$ cat src/rtl/watchdog_unit_pkg.sv
// Constants and carrier types for the watchdog control block.
package watchdog_unit_pkg;

  // ==========================================================
  // Register map and layout
  localparam logic [7:0] WATCHDOG_CONTROL_ADDR = 8'h97;
  localparam logic [7:0] WATCHDOG_CONTROL_RESET = 8'h17;
  localparam int INTERVAL_LSB = 0;
  localparam int INTERVAL_MSB = 2;
  localparam int ACTIVE_BIT = 4;
  localparam int CMD_FLAG_BIT = 7;
  localparam logic [2:0] INTERVAL_RESET = 3'h7;

  // ==========================================================
  // Command codes written to the control register
  localparam logic [7:0] CMD_RELOAD = 8'hA5;
  localparam logic [7:0] CMD_DISABLE_FIRST = 8'hDE;
  localparam logic [7:0] CMD_DISABLE_SECOND = 8'hAD;
  localparam logic [7:0] CMD_LOCK = 8'hFF;

  // ==========================================================
  // Timing
  localparam logic [2:0] DISABLE_WINDOW_CYCLES = 3'h4;
  localparam int INTERVAL_EXP_OFFSET = 3;
  localparam int COUNT_WIDTH = 21;

  // Special-function register access from the core.
  typedef struct packed {
    logic wr;
    logic rd;
    logic [7:0] addr;
    logic [7:0] wdata;
  } sfr_req_t;

endpackage

$ cat src/rtl/watchdog_timer_control.sv
// Watchdog timer with its single command/status control register.
//
// Summary of operation
// - Reading control returns the programmed interval code in bits 2:0.
// - Reading control returns one in bit 4 while the watchdog runs.
// - Any write with bit 7 clear loads the interval from bits 2:0.
// - Watchdog stops only when 0xDE then 0xAD arrive within 4 cycles.
// - Writing 0xFF locks out every disable sequence until device reset.
// - Writing 0xA5 starts the watchdog and restarts its count from zero.
// - Timeout is four to the power (interval code plus three) slow periods.
// - Count reaching the timeout without reload raises a system reset.
// - The 0xFF lock write neither starts nor reloads the watchdog.
`timescale 1ns/1ps

module watchdog_timer_control
  import watchdog_unit_pkg::*;
(
  input wire logic CLOCK,
  input wire logic RESET_N,
  input wire watchdog_unit_pkg::sfr_req_t SFR_REQ,
  input wire logic LOW_FREQ_OSC,
  output logic [7:0] SFR_RDATA,
  output logic RESET_REQUEST,
  output logic OSC_FORCE_ON
);
  import watchdog_unit_pkg::*;

  // ==========================================================
  // Reset release and slow oscillator synchronisers
  logic rst_meta;
  logic rst_n;
  logic lf_meta;
  logic lf_sync;
  logic lf_prev;

  // Reset asserts at once but releases only after two clean edges.
  always_ff @(posedge CLOCK or negedge RESET_N)
  begin
    if (!RESET_N)
    begin
      rst_meta <= 1'b0;
      rst_n <= 1'b0;
    end
    else
    begin
      rst_meta <= 1'b1;
      rst_n <= rst_meta;
    end
  end

  // The slow clock is sampled, not used as a clock, so one domain remains.
  always_ff @(posedge CLOCK or negedge rst_n)
  begin
    if (!rst_n)
    begin
      lf_meta <= 1'b0;
      lf_sync <= 1'b0;
      lf_prev <= 1'b0;
    end
    else
    begin
      lf_meta <= LOW_FREQ_OSC;
      lf_sync <= lf_meta;
      lf_prev <= lf_sync;
    end
  end

  // ==========================================================
  // Write decoding
  logic [2:0] interval;
  logic running;
  logic lock;
  logic [2:0] arm;
  logic [COUNT_WIDTH-1:0] count;
  logic tripped;

  wire logic hit = SFR_REQ.addr == WATCHDOG_CONTROL_ADDR;
  wire logic hit_wr = hit && SFR_REQ.wr;
  wire logic hit_rd = hit && SFR_REQ.rd;
  wire logic wr_interval = hit_wr && !SFR_REQ.wdata[CMD_FLAG_BIT];
  wire logic wr_reload = hit_wr && SFR_REQ.wdata == CMD_RELOAD;
  wire logic wr_first = hit_wr && SFR_REQ.wdata == CMD_DISABLE_FIRST;
  wire logic wr_second = hit_wr && SFR_REQ.wdata == CMD_DISABLE_SECOND;
  wire logic wr_lock = hit_wr && SFR_REQ.wdata == CMD_LOCK;
  wire logic lf_tick = lf_sync && !lf_prev;
  // The second half counts only while the window from 0xDE is open.
  wire logic stop_ok = wr_second && arm != 3'h0 && !lock;
  wire logic [4:0] shift = 5'((interval + 3'(INTERVAL_EXP_OFFSET)) * 2);
  wire logic [COUNT_WIDTH-1:0] limit = COUNT_WIDTH'(1) << shift;
  wire logic [7:0] read_value =
    {3'h0, running, 1'b0, interval};

  // ==========================================================
  // Interval and run state
  // interval load, reset value.
  always_ff @(posedge CLOCK or negedge rst_n)
  begin
    if (!rst_n)
      interval <= INTERVAL_RESET;
    else if (wr_interval)
      interval <= SFR_REQ.wdata[INTERVAL_MSB:INTERVAL_LSB];
  end

  // start, stop; a lock write leaves the run state alone.
  always_ff @(posedge CLOCK or negedge rst_n)
  begin
    if (!rst_n)
      running <= 1'b1;
    else if (wr_reload)
      running <= 1'b1;
    else if (stop_ok)
      running <= 1'b0;
  end

  // lock holds until the next device reset.
  always_ff @(posedge CLOCK or negedge rst_n)
  begin
    if (!rst_n)
      lock <= 1'b0;
    else if (wr_lock)
      lock <= 1'b1;
  end

  // disable window: any other write to the control register closes it early.
  always_ff @(posedge CLOCK or negedge rst_n)
  begin
    if (!rst_n)
      arm <= 3'h0;
    else if (wr_first)
      arm <= DISABLE_WINDOW_CYCLES;
    else if (hit_wr)
      arm <= 3'h0;
    else if (arm != 3'h0)
      arm <= arm - 3'h1;
  end

  // ==========================================================
  // Timeout counter
  // counting slow periods; restart from zero.
  always_ff @(posedge CLOCK or negedge rst_n)
  begin
    if (!rst_n)
      count <= '0;
    else if (wr_reload)
      count <= '0;
    else if (running && lf_tick && count < limit)
      count <= count + COUNT_WIDTH'(1);
  end

  // overflow; sticky so the reset request cannot be missed.
  always_ff @(posedge CLOCK or negedge rst_n)
  begin
    if (!rst_n)
      tripped <= 1'b0;
    else if (running && count >= limit && !wr_reload)
      tripped <= 1'b1;
  end

  // ==========================================================
  // Registered outputs
  // read data is latched in the cycle after the read strobe.
  always_ff @(posedge CLOCK or negedge rst_n)
  begin
    if (!rst_n)
    begin
      SFR_RDATA <= 8'h00;
      RESET_REQUEST <= 1'b0;
      OSC_FORCE_ON <= 1'b0;
    end
    else
    begin
      SFR_RDATA <= hit_rd ? read_value : 8'h00;
      RESET_REQUEST <= tripped;
      OSC_FORCE_ON <= running; // Slow oscillator stays on while active.
    end
  end

  // ==========================================================
  // Checks
  property p_read_interval;
    @(posedge CLOCK) disable iff (!rst_n)
    hit_rd |=> SFR_RDATA[2:0] == $past(interval);
  endproperty
  a_read_interval: assert property (p_read_interval)
    else $error("Read did not return the interval code.");

  property p_read_active;
    @(posedge CLOCK) disable iff (!rst_n)
    hit_rd |=> SFR_RDATA[ACTIVE_BIT] == $past(running);
  endproperty
  a_read_active: assert property (p_read_active)
    else $error("Read did not return the active flag.");

  property p_interval_load;
    @(posedge CLOCK) disable iff (!rst_n)
    wr_interval |=> interval == $past(SFR_REQ.wdata[2:0]);
  endproperty
  a_interval_load: assert property (p_interval_load)
    else $error("Interval write was not taken.");

  property p_stop_cause;
    @(posedge CLOCK) disable iff (!rst_n)
    $fell(running) |-> $past(wr_second) && $past(arm) != 3'h0
      && !$past(lock);
  endproperty
  a_stop_cause: assert property (p_stop_cause)
    else $error("Watchdog stopped without a timely disable pair.");

  property p_late_second;
    @(posedge CLOCK) disable iff (!rst_n)
    (wr_first ##1 !hit_wr [*4] ##1 wr_second) |=> $stable(running);
  endproperty
  a_late_second: assert property (p_late_second)
    else $error("Late disable pair stopped the watchdog.");

  property p_lock_holds;
    @(posedge CLOCK) disable iff (!rst_n)
    lock |=> lock && !$fell(running);
  endproperty
  a_lock_holds: assert property (p_lock_holds)
    else $error("Locked watchdog was released or stopped.");

  property p_reload;
    @(posedge CLOCK) disable iff (!rst_n)
    wr_reload |=> running && count == '0;
  endproperty
  a_reload: assert property (p_reload)
    else $error("Reload did not start and clear the count.");

  // A lowered interval may leave the count above the new limit, so only
  // a count that has just moved up is held against the limit it saw.
  property p_limit;
    @(posedge CLOCK) disable iff (!rst_n)
    count > $past(count) |-> count <= $past(limit);
  endproperty
  a_limit: assert property (p_limit)
    else $error("Count passed the programmed timeout.");

  property p_trip;
    @(posedge CLOCK) disable iff (!rst_n)
    (running && count >= limit && !wr_reload) |=> ##1 RESET_REQUEST;
  endproperty
  a_trip: assert property (p_trip)
    else $error("Timeout did not raise the reset request.");

  property p_lock_write;
    @(posedge CLOCK) disable iff (!rst_n)
    wr_lock |=> lock && running == $past(running)
      && count >= $past(count);
  endproperty
  a_lock_write: assert property (p_lock_write)
    else $error("Lock write changed the run state or count.");

  property p_reset_state;
    @(posedge CLOCK) disable iff (!rst_n)
    $rose(rst_n) |-> running && !lock && interval == INTERVAL_RESET;
  endproperty
  a_reset_state: assert property (p_reset_state)
    else $error("Reset did not leave the watchdog running.");

endmodule

$ cat config.mk
export PLATFORM = sky130hd
export DESIGN_NAME = watchdog_timer_control
export DESIGN_NICKNAME = d
export VERILOG_FILES = /design/src/rtl/watchdog_unit_pkg.sv /design/src/rtl/watchdog_timer_control.sv
export SDC_FILE = /design/constraint.sdc
export NUM_CORES = 1
export LEC_CHECK = 0
export ABC_AREA = 0
export BUFFER_PORTS_ARGS = -buffer_cell sky130_fd_sc_hd__buf_2
export CORE_MARGIN = 5
export CORE_UTILIZATION = 55
export CTS_CLUSTER_SIZE = 40
export DETAILED_ROUTE_END_ITERATION = 12
export PLACE_DENSITY = 0.88
export RECOVER_POWER = 25
export SETUP_SLACK_MARGIN = 0.1
export SLEW_MARGIN = 20
export SYNTH_ARGS = -nofsm -noshare
export SYNTH_HDL_FRONTEND = slang
export SYNTH_SLANG_ARGS = --single-unit
$ cat constraint.sdc
create_clock -name CLOCK -period 1.5 [get_ports CLOCK]
set_input_delay 0.15 -clock CLOCK [delete_from_list [all_inputs] [get_ports CLOCK]]
set_output_delay 0.15 -clock CLOCK [all_outputs]
set_load 0.03 [all_outputs]
==> impl_metrics.tcl, run 1 <==
set metrics [dict create \
    fp.dieH_um 75.7 \
    overflow 0 \
    worstPathArrival_ns 3.26 \
    crit_path_max_fanout 7 \
    synth_edf_count 0 \
    yosys_register_bits 41 \
    max_stage_delay_ns 0.59 \
    io_pins 31 \
    synth_flop_cell "dfrtp_1" \
    dp_hpwl_mm 4.64 \
    yosysTopAreaCell "dfrtp_1" \
    grt_pass1_wl_mm 13.4 \
    grt_pass1_vias 2742 \
    drv_cap 0 \
    drt-wirelength-per-cell_um 26.3 \
    worst_slack_ns -1.55 \
    die_area_mm2 0.00573 \
    status "complete, but fails checks" \
    post-route-min-period_ns 3.05 \
    synth.cell_area_mm2 0.00237 \
    rows 23 \
    hold_depth 2 \
    cts_buffers 5 \
    r2r_end "count[7]" \
    wl_met2_mm 4.71 \
    ir_drop_v 0.000778 \
    core_mm2 0.00409 \
    io_buffers 26 \
    drtIter0Drc 443 \
    min_path_type "input pin to flop" \
    netlist_instances 245 \
    holdPathEnd "arm[1]" \
    multiInputGateArea_mm2 0.00157 \
    holdWs_ns 0.113 \
    firstDrtPassIters 6 \
    ant_nets 0 \
    drive_gt1_share_pct 50.0 \
    yosysWarnings 0 \
    grt_usage_pct 31.5 \
    cp_top_family "compound AO/OA/AOI/OAI gates" \
    die_x_um 75.7 \
    vias 2837 \
    syn_to_final_growth_pct 53.4 \
    path_clk_slew_ns 0.09 \
    antenna_found_initial 0 \
    initial_core_util_pct 58.1 \
    required_ns 1.72 \
    cts-htree-levels 2 \
    grt_setup_unrepaired "yes" \
    slew_viol_final 0 \
    fill_cells 151 \
    met3_wirelength_mm 1.25 \
    synth_seq_area_share_pct 43.5 \
    cp_slowest_cell "dfstp_2" \
    fin_cells 394 \
    seq_area_mm2 0.00103 \
    clock-sinks 41 \
    dp_cells 367 \
    violations "negative setup slack" \
    syn-mean-instance-area_um2 9.68 \
    worst_pin_slew_ns 1.02 \
    drt_drc_violations_left 0 \
    grt_max_degree 40 \
    viasPerCell 7.20 \
    dp_worst_setup_slack_ns -1.17 \
    ctsLongestPathBuffers 2 \
    worst_skew_pair.late_latency_ns 0.31 \
    diodes 0 \
    fin_worst_skew_ns 0.0153 \
    fin_crit_sh_pct 203 \
    cp_num_buf_inv 3 \
    cts_root_buf "clkbuf_8" \
    synth_cell_type_count 42 \
    p_leak_nw 1.54 \
    maxUsedRoutingLayer "met4" \
    cp-start-kind "flop" \
    max_freq_mhz 328 \
    path_class "flop to flop" \
    rr_worst_depth 11 \
    powerDensity_mw_per_mm2 768 \
    cts_tree "done" \
    fin_nets 376 \
    setup_violations 22 \
    ys_top_cells_by_area "dfrtp_1 (39%), ha_1 (6.3%), or4_1 (5.4%)" \
    end_kind "flop" \
    hold_start "SFR_REQ[17]" \
    synth_top_area_share_pct 39.0 \
    crit_top_cell "a21oi_1" \
    r2r_setup_slack_ns -1.55 \
    relSlewSlack_pct 31.7 \
    finalWirelength_mm 10.3 \
    async_reset_ff_share_pct 100 \
    crit_chain "buf_4 -> nor2_1 -> nand2_1 -> ha_1 -> a211o_1 -> a21oi_1 -> a21oi_4 -> buf_6 -> clkbuf_16 -> or4_1 -> a21oi_1" \
    gp_congestion 0.869 \
    met1_length_mm 3.51 \
    hold_violations 0 \
    worstReg2RegStart "interval[2]" \
]
[per-layer routing]
layer | GRT usage, % | vias up
met5 | 0 | -
met2 | 52.8 | 293
met3 | 6.20 | 103
li1 | - | 1116
met4 | 20.4 | 0
met1 | 36.6 | 1325
[worst register-to-register path, stage by stage, from the launching register on]
cell,delay [ns]
dfstp_2,0.59
buf_4,0.19
nor2_1,0.07
nand2_1,0.10
ha_1,0.26
a211o_1,0.32
a21oi_1,0.28
a21oi_4,0.14
buf_6,0.15
clkbuf_16,0.15
or4_1,0.50
a21oi_1,0.23
[cells in the final DEF (no fill, tap or decap), types with 3 or more instances in the layout]
cell,count
clkbuf_8,5
nor3_1,5
ha_4,3
mux2_2,4
nor4_1,3
dfstp_2,4
buf_2,25
nand4b_1,3
nor2_1,13
a21oi_4,3
buf_4,62
inv_1,5
o31ai_1,8
o41ai_2,4
nand3_1,6
nand2b_1,3
conb_1,5
ha_1,8
o31ai_2,6
buf_6,8
nand2_1,22
or4b_4,4
dfrtp_1,37
a21oi_2,9
a21oi_1,12
nand4_1,7
and3_1,5
nand3b_1,5
or4_1,9
or4_4,8
[kinds of logic after synthesis]
kind of cell	share of synthesized area [%]
simple gates	28.0
compound gates	14.1
flops	43.5
buf+inv	4.75
fa+ha+maj	6.33
mux	2.74
other cells	0.317
xor+xnor	0.369
[cells in the mapped netlist, types with 6 or more instances]
master / instances
nand3_1: 7
ha_1: 12
a21oi_1: 24
o31ai_1: 14
nor2_1: 15
clkbuf_1: 9
o41ai_1: 6
or4_1: 17
dfrtp_1: 37
inv_1: 6
nand2_1: 23
nand4_1: 7
[how the worst max path moves through the flow]
stage	startpoint	depth (start not counted)	slack, ns	end
after floorplan	interval[2]	10	-1.12	count[6]
after global placement	interval[2]	8	-1.06	count[11]
after detailed placement	interval[2]	8	-1.17	count[11]
after CTS	interval[2]	8	-1.23	count[6]
after global routing	interval[2]	11	-1.56	count[7]
final	interval[2]	11	-1.55	count[7]
[area by class of cell]
| cell class | count | area share [%] |
|---|---|---|
| flip-flops and latches | 41 | 28.3 |
| clock buffers | 5 | 1.89 |
| well taps | 50 | 1.72 |
| repair buffers | 105 | 22.5 |
| inverters | 6 | 0.619 |
| multi-input cells | 184 | 43.1 |
| clock inverters | 3 | 1.89 |
[per-stage QoR]
step                cell area, um2  setup TNS (ns)  util (%)  total power [W]
CTS                           3390          -25.19      83.0          0.00268
finish                        3640          -28.90      89.1          0.00279
detailed placement            3050          -23.95      74.5          0.00154
global placement              3050          -22.04      74.5          0.00152
global route                  3640          -29.40      89.1          0.00287
floorplan                     2510          -23.07         -          0.00145
[sequential cells by signal (all words and copies together), names as in the netlist, 3 cells and up]
signal     flops
SFR_RDATA      4
count         21
arm            3
interval       3
[what timing repair did]
item,4_1_cts,5_1_grt
hold buffers,2,0
endpoints found under the hold margin,3,0
buffers inserted,7,7
gates cloned,1,2
pin swaps,6,4
setup endpoints to repair,24,25
resized for setup,21,40
[where the power goes]
part	switching [W]	leakage, nW	internal [W]
clock network	0.000460	0.0687	0.000671
logic	0.000268	1.04	0.000175
registers	0.0000572	0.436	0.00116
Note: power is estimated with default switching activity, not from simulation.
==> run 2, diff against run 1 <==
--- a/config.mk
+++ b/config.mk
@@ -8,10 +8,10 @@
 export ABC_AREA = 0
 export BUFFER_PORTS_ARGS = -buffer_cell sky130_fd_sc_hd__buf_2
 export CORE_MARGIN = 5
-export CORE_UTILIZATION = 55
+export CORE_UTILIZATION = 57
 export CTS_CLUSTER_SIZE = 40
 export DETAILED_ROUTE_END_ITERATION = 12
-export PLACE_DENSITY = 0.88
+export PLACE_DENSITY = 0.9
 export RECOVER_POWER = 25
 export SETUP_SLACK_MARGIN = 0.1
 export SLEW_MARGIN = 20
==> impl_metrics.tcl, run 2 (synthesis gave the netlist of run 1 again) <==
set metrics [dict create \
    status "complete, but fails checks" \
    violations "negative setup slack" \
    grt_pass1_wl_mm 13.6 \
    drt_drc_violations_left 0 \
    fin_nets 367 \
    cp_num_buf_inv 4 \
    grtUsageMet3_pct 7.30 \
    worst_skew_pair.late_latency_ns 0.31 \
    ir_drop_v 0.000986 \
    drv_cap 0 \
    viasPerCell 7.49 \
    relSlewSlack_pct 32.9 \
    grt_usage_pct 33.2 \
    hold_violations 0 \
    antenna_found_initial 0 \
    end_kind "flop" \
    largest_reg_flops 21 \
    grt_max_degree 40 \
    tns_ns -28.94 \
    cts-htree-levels 2 \
    worst_pin_slew_ns 1.01 \
    core_mm2 0.00403 \
    drt-wirelength-per-cell_um 27.7 \
    overflow 0 \
    syn_to_final_growth_pct 51.8 \
    dp_worst_setup_slack_ns -1.23 \
    grt_use_met2_pct 57.9 \
    cts_tree "done" \
    clock-sinks 41 \
    fin_crit_sh_pct 199 \
    slew_viol_final 0 \
    rows 23 \
    crit_path_max_fanout 5 \
    finalWirelength_mm 10.6 \
    io_buffers 26 \
    grt_setup_unrepaired "yes" \
    worst_slack_ns -1.48 \
    die_x_um 74.5 \
    max_freq_mhz 336 \
    final_cell_mix "buf_4 (56), dfrtp_1 (37), buf_2 (26)" \
    worstPathArrival_ns 3.22 \
    dp_hpwl_mm 5.08 \
    setup_violations 22 \
    post-route-min-period_ns 2.98 \
    vias 2884 \
    cp_top_family "simple AND/OR/NAND/NOR gates" \
    path_class "flop to flop" \
    min_path_type "input pin to flop" \
    diodes 0 \
    initial_core_util_pct 58.9 \
    gr-usage-met1_pct 36.9 \
    crit_top_cell "buf_4" \
    fp.dieH_um 74.5 \
    largestRegisters "count: 21 flops, SFR_RDATA: 4 flops" \
    cts_buffers 5 \
    io_pins 31 \
    largest_register "count" \
    cts_root_buf "clkbuf_8" \
    firstDrtPassIters 5 \
    cp-start-kind "flop" \
    path_clk_slew_ns 0.10 \
    max_stage_delay_ns 0.58 \
    required_ns 1.74 \
    drtIter0Drc 486 \
    cp_slowest_cell "dfstp_2" \
    fin_worst_skew_ns 0.0180 \
    gp_congestion 0.840 \
    crit_chain "buf_4 -> or3b_4 -> ha_4 -> nor4bb_4 -> nand4_1 -> a21oi_4 -> buf_4 -> buf_6 -> buf_4 -> o31ai_2 -> a21oi_2" \
    die_area_mm2 0.00555 \
    grt.busiest_layer "met2" \
    layout_commonest_cell "buf_4" \
    drive_gt1_share_pct 52.8 \
    powerDensity_mw_per_mm2 768 \
    p_leak_nw 1.51 \
    ctsLongestPathBuffers 2 \
    ant_nets 0 \
    grt_pass1_vias 2681 \
]
## run 2: cell types whose count changed in the layout (fill, tap and decap cells not counted), sizes merged
cell    previous run  this run
buf               98        91
clkbuf            10         8
## run 2: layer usage
| layer | wire, um | share of wire (%) |
|---|---|---|
| met2 | 4910 | 46 |
| met4 | 796 | 7.5 |
| met1 | 3680 | 35 |
| met5 | 0 | 0 |
| met3 | 1270 | 12 |
## run 2: layout make-up
class	count	area (um2)
fill	137	427
timing repair buffer	96	709
sequential	41	1030
clock inverter	3	68.8
tap	50	62.6
clock buffer	5	68.8
multi-input combinational	184	1640
inverter	6	22.5
## run 2: stage by stage
step	hold WS [ns]	utilization [%]	total power (W)	cell area, um2	cells
2_1_floorplan	-0.146	-	0.00145	2510	248
3_3_place_gp	-0.0632	75.8	0.00152	3050	368
3_5_place_dp	-0.0629	75.8	0.00154	3050	368
4_1_cts	0.0724	83.0	0.00264	3340	383
5_1_grt	0.113	89.4	0.00283	3600	385
6_report	0.129	89.4	0.00277	3600	385
## run 2: worst paths after layout
check / depth (start not counted) / from / slack, ns / end
min: 2 / SFR_REQ[17] / 0.13 / arm[1]
max: 11 / interval[2] / -1.48 / count[0]
max in group asynchronous: 1 / rst_n / 0.39 / count[1]
max reg2reg: 11 / interval[2] / -1.48 / count[0]
min reg2reg: 0 / rst_meta / 0.36 / rst_n
min in group asynchronous: 2 / RESET_N / 0.15 / rst_meta
## run 2: timing repair
item | CTS | global route
pin swaps | 5 | 15
buffers inserted | 3 | 2
setup endpoints to repair | 22 | 25
resized for setup | 23 | 49
hold buffers | 2 | 0
gates cloned | 2 | 0
hold endpoints to repair | 3 | 0
## run 2: worst reg2reg max path, delay by kind of cell (launching register included)
kind | cells | cell delay [ns]
AOI/OAI and AO/OA | 3 | 0.51
adders and majority gates | 1 | 0.29
buffers and inverters | 4 | 0.53
DFF | 1 | 0.58
and+or+nand+nor | 3 | 1.01
## run 2: power breakdown
group	internal (W)	switching, W	total (W)
Combinational	0.000177	0.000255	0.000431
Clock	0.000671	0.000455	0.00113
Sequential	0.00116	0.0000452	0.00121
